## config.mk

```make
export PLATFORM = sky130hd
export DESIGN_NAME = mbl_link
export DESIGN_NICKNAME = d
export VERILOG_FILES = /design/src/hw/mbl_pkg.sv /design/src/hw/mbl_tone_gen.sv /design/src/hw/mbl_link.sv
export VERILOG_INCLUDE_DIRS = /design/src /design/src/hw
export SDC_FILE = /design/constraint.sdc
export NUM_CORES = 1
export LEC_CHECK = 0
export BUFFER_PORTS_ARGS = -buffer_cell sky130_fd_sc_hd__buf_2
export CAP_MARGIN = 20
export CELL_PAD_IN_SITES_DETAIL_PLACEMENT = 1
export CELL_PAD_IN_SITES_GLOBAL_PLACEMENT = 1
export CORE_MARGIN = 3
export CORE_UTILIZATION = 48
export CTS_CLUSTER_DIAMETER = 100
export DETAILED_ROUTE_END_ITERATION = 7
export PLACE_DENSITY = 0.8
export SETUP_SLACK_MARGIN = 0.4
export SLEW_MARGIN = 0
export SYNTH_ARGS = -nofsm -noshare
export SYNTH_HDL_FRONTEND = slang
export SYNTH_SLANG_ARGS = --single-unit
```

## constraint.sdc

```tcl
create_clock -name i_core_clk -period 4.9 [get_ports i_core_clk]
set_input_delay 0.245 -clock i_core_clk [delete_from_list [all_inputs] [get_ports i_core_clk]]
set_output_delay 0.245 -clock i_core_clk [all_outputs]
set_load 0.005 [all_outputs]
```

## src/hw/mbl_regs.svh

```systemverilog
`ifndef MBL_REGS_SVH
`define MBL_REGS_SVH
// timing of the line code at the 40 MHz core clock
`define MBL_CLK_NS 25
`define MBL_HALF_BIT_NS 100
`define MBL_HALF_BIT_CYC (`MBL_HALF_BIT_NS / `MBL_CLK_NS)
`define MBL_BIT_CYC (2 * `MBL_HALF_BIT_CYC)
// longest legal run of one level, in half-bits
`define MBL_MAX_RUN_HALVES 2
// packet framing defaults
`define MBL_PREAMBLE_BITS 8
`define MBL_SYNC_BITS 16
`define MBL_SYNC_WORD 16'hF35A
`define MBL_CRC_BITS 16
`define MBL_CRC_POLY 16'h1021
`define MBL_CRC_INIT 16'hFFFF
// low-rate tone keying: divide the 9.537 MHz reference by 2 or 4
`define MBL_HIGH_TONE_DIV 2
`define MBL_LOW_TONE_DIV 4
`endif

```

## src/hw/mbl_pkg.sv

```systemverilog
package mbl_pkg;
  // transmit framing phases
  typedef enum logic [2:0] {TX_IDLE, TX_PRE, TX_SYNC, TX_BODY, TX_CRC} mbl_tx_state_t;
  // receive phases
  typedef enum logic [1:0] {RX_HUNT, RX_BODY} mbl_rx_state_t;
endpackage

```

## src/hw/mbl_tone_gen.sv

```systemverilog
`timescale 1ns/100ps
`default_nettype none
`include "mbl_regs.svh"
// tone keyer for the low-rate variant, clocked by the core clock; the
// reference is sampled so the tone toggles on reference edges
module mbl_tone_gen
  import mbl_pkg::*;
(
  input wire logic i_core_clk,
  input wire logic i_rst_n,
  input wire logic i_synth_reference,
  input wire logic i_bit,
  output logic o_tone
);
  import mbl_pkg::*;
  typedef struct packed {
    logic [1:0] sync;   // two-flop synchroniser of the reference
    logic ref_d;        // last synchronised level, for edge detect
    logic [2:0] cnt;    // reference half-cycles counted
    logic tone;         // tone output level
  } mbl_tone_st_t;
  mbl_tone_st_t st_reg;
  mbl_tone_st_t st_next;
  logic [2:0] div;

  // next state: toggle after div reference edges (both edges counted)
  always_comb
  begin
    st_next = st_reg;
    div = i_bit ? 3'(`MBL_HIGH_TONE_DIV) : 3'(`MBL_LOW_TONE_DIV);
    st_next.sync = {st_reg.sync[0], i_synth_reference};
    st_next.ref_d = st_reg.sync[1];
    if (st_reg.sync[1] != st_reg.ref_d)
    begin
      if (st_reg.cnt + 3'h1 >= div)
      begin
        st_next.cnt = 3'h0;
        st_next.tone = ~st_reg.tone;
      end
      else
      begin
        st_next.cnt = st_reg.cnt + 3'h1;
      end
    end
  end

  // state register
  always_ff @(posedge i_core_clk or negedge i_rst_n)
  begin
    if (!i_rst_n)
      st_reg <= '0;
    else
      st_reg <= st_next;
  end

  assign o_tone = st_reg.tone;
endmodule
`default_nettype wire

```

## src/hw/mbl_link.sv

```systemverilog
// Operation
// baseband codes at nominal 5 Mbps
// transmit pulses last 100 to 200 ns
// baseband implements encoder and decoder
// one is high-low, zero low-high
// 200 ns bit, two 100 ns halves
// runs over two halves are invalid
// transmit line may hold any level
// keep half-bit timing exact
// receive path tuned for 4-6 Mbps
// preamble, sync, header, payload, check
// check field is a CRC
// guard interval between packets
// five control lines as outputs
// low-rate tones from divided reference
// high tone reads high, low reads low
// tone keying only up to 100 kb/s
// sample receive at eight times bitrate
// decide bits from second half only
// flag bits lacking mid-bit transition
`timescale 1ns/100ps
`default_nettype none
`include "mbl_regs.svh"
module mbl_link
  import mbl_pkg::*;
#(
  parameter int HDR_BITS = 8,
  parameter int GUARD_CYC = 40,
  parameter logic [15:0] SYNC_WORD = `MBL_SYNC_WORD
)
(
  input wire logic i_core_clk,
  input wire logic i_rst_n,
  input wire logic i_low_rate,
  input wire logic i_tx_start,
  input wire logic [15:0] i_tx_len,
  output logic o_tx_ready,
  input wire logic i_tx_bit,
  output logic o_tx_bit_take,
  output logic o_tx_busy,
  output logic o_tx_data,
  input wire logic i_rx_data,
  input wire logic i_synth_reference,
  input wire logic i_lr_tx_bit,
  output logic o_lr_rx_bit,
  output logic o_rx_sync,
  output logic o_rx_bit,
  output logic o_rx_bit_valid,
  output logic o_rx_code_err,
  output logic o_rx_crc,
  output logic [15:0] o_rx_crc_val,
  input wire logic [4:0] i_ctrl,
  output logic [4:0] o_ctrl
);
  import mbl_pkg::*;

  localparam int HALF = `MBL_HALF_BIT_CYC;
  localparam int BITC = `MBL_BIT_CYC;

  typedef struct packed {
    mbl_tx_state_t txs;   // transmit phase
    logic [2:0] ph;       // cycle within a bit
    logic [15:0] bcnt;    // bits left in the phase
    logic [15:0] sh;      // sync shift register
    logic [15:0] txcrc;   // running transmit crc
    logic cur;            // data bit being sent
    logic line;           // transmit line level
    logic [7:0] guard;    // guard cycles remaining
    logic [1:0] rsync;    // receive pin synchroniser
    logic rprev;          // last sampled receive level
    logic [2:0] rph;      // cycle within received bit
    logic [3:0] run;      // samples since last edge; wide enough to pass a two-half run
    logic mid_seen;       // bit-centre edge found in this bit
    logic [15:0] corr;    // sync correlation register
    mbl_rx_state_t rxs;   // receive phase
    logic [15:0] rxcrc;   // running receive crc
    logic rbit;           // decided bit
    logic rvalid;         // decided bit strobe
    logic rerr;           // coding error strobe
    logic rsyncf;         // sync found strobe
    logic [4:0] ctrl;     // control line levels
    logic [1:0] lrs;      // low-rate receive synchroniser
  } mbl_st_t;
  mbl_st_t st_reg;
  mbl_st_t st_next;
  logic tone;

  // crc step shared by both directions
  function automatic logic [15:0] crc_step(input logic [15:0] c, input logic b);
    logic fb;
    fb = c[15] ^ b;
    crc_step = {c[14:0], 1'b0} ^ (fb ? `MBL_CRC_POLY : 16'h0000);
  endfunction

  // manchester level for a bit at a phase within the bit
  function automatic logic mch(input logic b, input logic [2:0] p);
    mch = (p < 3'(HALF)) ? b : ~b;
  endfunction

  mbl_tone_gen u_tone (
    .i_core_clk(i_core_clk),
    .i_rst_n(i_rst_n),
    .i_synth_reference(i_synth_reference),
    .i_bit(i_lr_tx_bit),
    .o_tone(tone)
  );

  // next-state logic for framer, encoder and decoder
  always_comb
  begin
    st_next = st_reg;
    st_next.rvalid = 1'b0;
    st_next.rerr = 1'b0;
    st_next.rsyncf = 1'b0;
    st_next.ctrl = i_ctrl;
    // transmit: bit timer runs in every non-idle phase
    if (st_reg.txs == TX_IDLE)
    begin
      // line rests low; a held level is fine on the dc-coupled pin
      st_next.line = 1'b0;
      if (st_reg.guard != 8'h00)
        st_next.guard = st_reg.guard - 8'h01;
      else if (i_tx_start)
      begin
        st_next.txs = TX_PRE;
        st_next.bcnt = 16'(`MBL_PREAMBLE_BITS - 1);
        st_next.ph = 3'h0;
        st_next.cur = 1'b1;
        st_next.sh = SYNC_WORD;
        st_next.txcrc = `MBL_CRC_INIT;
      end
    end
    else
    begin
      // exact 4-cycle halves keep duty cycle tight
      st_next.line = mch(st_reg.cur, st_reg.ph);
      st_next.ph = st_reg.ph + 3'h1;
      if (st_reg.ph == 3'(BITC - 1))
      begin
        st_next.ph = 3'h0;
        if (st_reg.txs == TX_BODY)
          st_next.txcrc = crc_step(st_reg.txcrc, st_reg.cur);
        if (st_reg.txs == TX_CRC)
          st_next.txcrc = {st_reg.txcrc[14:0], 1'b0};
        st_next.bcnt = st_reg.bcnt - 16'h1;
        if (st_reg.bcnt == 16'h0)
        begin
          case (st_reg.txs)
            TX_PRE:
            begin
              st_next.txs = TX_SYNC;
              st_next.bcnt = 16'(`MBL_SYNC_BITS - 1);
            end
            TX_SYNC:
            begin
              st_next.txs = TX_BODY;
              st_next.bcnt = 16'(HDR_BITS) + i_tx_len - 16'h1;
            end
            TX_BODY:
            begin
              st_next.txs = TX_CRC;
              st_next.bcnt = 16'(`MBL_CRC_BITS - 1);
            end
            default:
            begin
              st_next.txs = TX_IDLE;
              st_next.guard = 8'(GUARD_CYC);
            end
          endcase
        end
        // pick next data bit
        case (st_next.txs)
          TX_PRE: st_next.cur = ~st_reg.cur;
          TX_SYNC:
          begin
            st_next.cur = st_next.sh[15];
            st_next.sh = {st_reg.sh[14:0], 1'b0};
            if (st_reg.txs == TX_SYNC)
            begin
              // sh already moved past the bit on the line, so its top bit is next
              st_next.cur = st_reg.sh[15];
              st_next.sh = {st_reg.sh[14:0], 1'b0};
            end
          end
          TX_BODY: st_next.cur = i_tx_bit;
          TX_CRC: st_next.cur = (st_reg.txs == TX_CRC) ? st_reg.txcrc[14] : st_next.txcrc[15];
          default: st_next.cur = 1'b0;
        endcase
      end
    end
    // receive: 8 samples per bit at the core rate
    st_next.rsync = {st_reg.rsync[0], i_rx_data};
    st_next.lrs = {st_reg.lrs[0], i_rx_data};
    st_next.rprev = st_reg.rsync[1];
    st_next.rph = st_reg.rph + 3'h1;
    st_next.run = (st_reg.run == 4'hF) ? st_reg.run : st_reg.run + 4'h1;
    if (st_reg.rsync[1] != st_reg.rprev)
    begin
      st_next.run = 4'h0;
      // edge near the middle marks the bit centre; realign to it
      if (st_reg.rph >= 3'(HALF - 1) || st_reg.run > 4'(HALF))
      begin
        st_next.rph = 3'(HALF + 1);
        st_next.mid_seen = 1'b1;
      end
    end
    // correlate sync once per bit, on its last sample, in the hunt phase
    if (st_reg.rph == 3'(BITC - 1))
    begin
      st_next.rph = 3'h0;
      st_next.mid_seen = 1'b0;
      st_next.rbit = ~st_reg.rsync[1];
      st_next.rvalid = (st_reg.rxs == RX_BODY);
      // long run or missing transition is a coding error
      st_next.rerr = (st_reg.rxs == RX_BODY)
        && (!st_reg.mid_seen || st_reg.run > 4'(`MBL_MAX_RUN_HALVES * HALF));
      st_next.corr = {st_reg.corr[14:0], ~st_reg.rsync[1]};
      if (st_reg.rxs == RX_HUNT && {st_reg.corr[14:0], ~st_reg.rsync[1]} == SYNC_WORD)
      begin
        st_next.rxs = RX_BODY;
        st_next.rsyncf = 1'b1;
        st_next.rxcrc = `MBL_CRC_INIT;
      end
      if (st_reg.rxs == RX_BODY)
        st_next.rxcrc = crc_step(st_reg.rxcrc, ~st_reg.rsync[1]);
    end
    if (i_tx_start && st_reg.txs == TX_IDLE)
      st_next.rxs = RX_HUNT;
  end

  // state register
  always_ff @(posedge i_core_clk or negedge i_rst_n)
  begin
    if (!i_rst_n)
      st_reg <= '0;
    else
      st_reg <= st_next;
  end

  // outputs; low-rate mode keys tones instead
  assign o_tx_data = i_low_rate ? tone : st_reg.line;
  assign o_tx_ready = (st_reg.txs == TX_IDLE) && (st_reg.guard == 8'h00);
  assign o_tx_busy = (st_reg.txs != TX_IDLE);
  assign o_tx_bit_take = (st_reg.txs == TX_BODY) && (st_reg.ph == 3'(BITC - 1)) && (st_reg.bcnt != 16'h0);
  assign o_lr_rx_bit = st_reg.lrs[1];
  assign o_rx_sync = st_reg.rsyncf;
  assign o_rx_bit = st_reg.rbit;
  assign o_rx_bit_valid = st_reg.rvalid;
  assign o_rx_code_err = st_reg.rerr;
  assign o_rx_crc = (st_reg.rxcrc == 16'h0000);
  assign o_rx_crc_val = st_reg.rxcrc;
  assign o_ctrl = st_reg.ctrl;
endmodule
`default_nettype wire

```

==> PnR_summary.wiki <==
{| class="wikitable"
! Metric !! Value
|-
| Core footprint || around 12000 um2
|-
| Top FF cell, synth || dfrtp_1
|-
| DRC viols || 0
|-
| Worst hold path class || primary input to flip-flop
|-
| Total count of max-transition violations in the final report || 0
|-
| R2R Setup Slk || around 1.6 ns
|-
| Largest net degree at the start of global routing || between 70 and 80
|-
| Net Count, Synth || between 600 and 700
|-
| CTS H-Tree Depth || 4
|-
| Clock latency at the later pin of the worst-skew pair || 0.42 ns
|-
| Number of gates resized after CTS || 0
|-
| Sum of overflow across all layers after global routing || 0
|-
| Post-CTS Setup Bufs || 0
|-
| Min Hold Slack || between 0.15 and 0.2 ns
|-
| Yosys top cell area share || between 50% and 60%
|-
| Synth warnings || 0
|-
| Initial antenna violation count || 0
|-
| Core occupancy in the finished layout || between 50 and 60%
|-
| Via count normalized by instance count || 5.60
|-
| Flip-flop count of the largest register, all copies and words added || 88
|-
| Startpoint of the worst setup timing path || st_reg[117]
|-
| Critical path fanouts, max || 23
|-
| Horizontal die dimension || 117 um
|-
| Initial Utilization || between 40% and 50%
|-
| Die Height || 117 um
|-
| Fraction of the yosys area taken by sequential cells || about half
|-
| Async S/R FF share, synth || 100%
|-
| Period Utilization, post-route || roughly two thirds
|-
| Wire length per cell after detailed routing || ~18 um
|-
| Worst hold start || i_tx_start
|-
| Root Buffer || clkbuf_16
|-
| Crit path required time || between 5 and 6 ns
|-
| Leakage power || about 3.1 nW
|-
| Post-placement setup slack || around 1.6 ns
|-
| Post-Route Skew || ~0.0080 ns
|-
| Number of standard cells after synthesis || between 600 and 700
|-
| DRC marker count from the first detailed-route iteration || roughly 240
|-
| Cell area after synthesis || between 5000 and 6000 um2
|-
| Number of port buffers || approximately 60
|-
| Routability congestion estimate || slightly above 0.8
|-
| Global-route usage over all layers || 22.7%
|-
| Non-filler instance count after layout || around 840
|-
| Highest cell delay on the worst timing path || between 0.5 and 0.6 ns
|-
| CP Data Arrival Time || 3.55 ns
|-
| Library cells used by synthesis || 53
|-
| Total via count after detailed routing || approximately 4700
|-
| Number of iterations in the first detailed-routing pass || 4
|-
| HPWL after detailed placement || 9700 um
|-
| Average footprint of a synthesized cell || roughly 9.7 um2
|-
| Ordered cell list for the critical path || or2_2 > nor2_1 > buf_4 > clkinv_1 > and2_1 > a31oi_1 > buf_4 > a2111o_1 > o21ai_0
|-
| IO Pins || 60
|-
| Headroom to the max-slew limit || approximately 41%
|-
| Post-layout worst setup margin || 1.61 ns
|-
| Critical path's slowest cell || dfrtp_1
|-
| Most instantiated library cell after synthesis || dfrtp_1
|-
| Flip-flop and latch count after synthesis || around 120
|-
| Power per standard cell area || between 400 and 500 nW/um2
|-
| Worst Setup End Kind || flip-flop
|-
| Count of endpoints failing setup in the final report || 0
|-
| Maximum clock frequency || between 300 and 400 MHz
|-
| Maximum vdd ir drop || between 0.15 and 0.2 mV
|-
| Die footprint || approximately 14000 um2
|-
| Antenna Diode Count || 0
|-
| Clock-pin slew of the registers on the worst-case setup and hold paths || around 0.060 ns
|-
| Transition at the pin with the smallest max-transition slack || 0.885 ns
|-
| Cell repeated most along the worst path || buf_4
|-
| Area occupied by registers || roughly 3000 um2
|-
| Wire length of the first global-routing pass || between 20000 and 30000 um
|-
| Combined area of the multi-input logic cells || around 2500 um2
|-
| Top cells by count, synth || dfrtp_1 (121), nor2_1 (60), nand2_1 (53)
|-
| Total Wirelength || around 15000 um
|-
| Time the worst path needs with I/O delays and setup || around 3.3 ns
|-
| Buffering stage count on the worst path with inverters included || 3
|-
| TritonCTS sink count || about 120
|-
| Fraction of final layout cells sized beyond drive strength 1 || between 10% and 20%
|-
| TritonCTS clock tree || yes
|-
| Area added between synthesis and finish || 17.7%
|-
| Sum Neg Setup Slack || 0 ns
|-
| Category of the worst setup path launch point || flip-flop
|-
| Row count || 40
|-
| Max cap viols || 0
|-
| Final count of hold timing violations || 0
|-
| RSZ-0062 raised after global routing || false
|-
| Worst R2R Start || st_reg[117]
|-
| Final #Nets || roughly 710
|-
| Category of the critical setup timing path || flip-flop to flip-flop
|-
| Result of the run || finished clean
|-
| Cts bufs inserted || 17
|-
| Antenna Violating Nets Remaining || 0
|-
| Max Buffers Root-to-Sink || 2
|-
| Vias in the first global route || ~5200
|-
| Total instance count after detailed placement || 800
|-
| Cell family with most CP delay || compound AO/OA/AOI/OAI gates
|-
| Post-synth EDFFs || 0
|-
| Leading cell types by total area after synthesis || dfrtp_1 (51%), nor2_1 (3.8%), o21ai_0 (3.6%), nand2_1 (3.3%), ha_1 (3.1%)
|-
| Layout fillers || approximately 1300
|-
| Yosys top cell by area || dfrtp_1
|}
==> per-stage QoR <==
stage               total power [mW]  instance area, um2
floorplan                       1.65                5960
finish                          3.23                7020
global placement                1.73                6240
global route                    3.39                7020
detailed placement              1.78                6240
CTS                             3.26                7010
==> layer usage <==
layer  up-vias  track usage (%)  share of wire [%]
met5         -                0                  0
met3        24             4.23                2.7
met4         0             8.28                1.8
met1      2369             27.3                 43
li1       2238                -                  -
met2        84             40.6                 52
==> layout by cell type (no fill, tap or decap), types with 15 or more instances in the layout <==
master,count
dfrtp_1,121
nor2_1,60
buf_2,58
nand2_1,53
o21ai_0,43
a21oi_1,33
inv_1,32
nor3_1,22
xnor2_1,20
a31oi_1,19
nand3_1,18
clkbuf_16,17
mux2_2,15
ha_1,15
==> power breakdown <==
part           internal [mW]  switching (mW)  total [mW]  leakage [nW]
registers               1.14           0.132        1.27          1.50
logic                  0.235           0.274       0.509          1.32
clock network          0.994           0.452        1.45         0.326
==> logic make-up (layout without fill, tap and decap cells) <==
| logic type | count (synthesis) | after routing | share of synthesized area (%) |
|---|---|---|---|
| AO/OA/AOI/OAI | 138 | 138 | 14.3 |
| XOR/XNOR | 30 | 30 | 4.41 |
| flip-flops | 121 | 121 | 50.8 |
| buffers and inverters | 80 | 138 | 6.46 |
| multiplexers | 18 | 18 | 3.34 |
| adder cells (fa/ha/maj) | 15 | 15 | 3.15 |
| AND/OR/NAND/NOR | 214 | 214 | 17.5 |
==> timing repair <==
action,in CTS,in global routing
endpoints found under the setup margin,0,0
hold buffers,8,0
endpoints found under the hold margin,77,0
==> final timing paths <==
kind,end,depth (start not counted)
min in group asynchronous,o_ctrl[2],2
min,st_reg[27],2
max reg2reg,st_reg[97],9
max,st_reg[97],9
min reg2reg,o_lr_rx_bit,0
max in group asynchronous,st_reg[59],3
==> area by class of cell <==
cell class	instances	share of cell area [%]
multi-input combinational	415	36.3
timing repair buffer	73	5.99
sequential	121	43.1
tap	168	2.99
clock buffer	21	6.70
clock inverter	11	3.08
inverter	33	1.76
No activity file was read; power rests on OpenSTA's default activity.
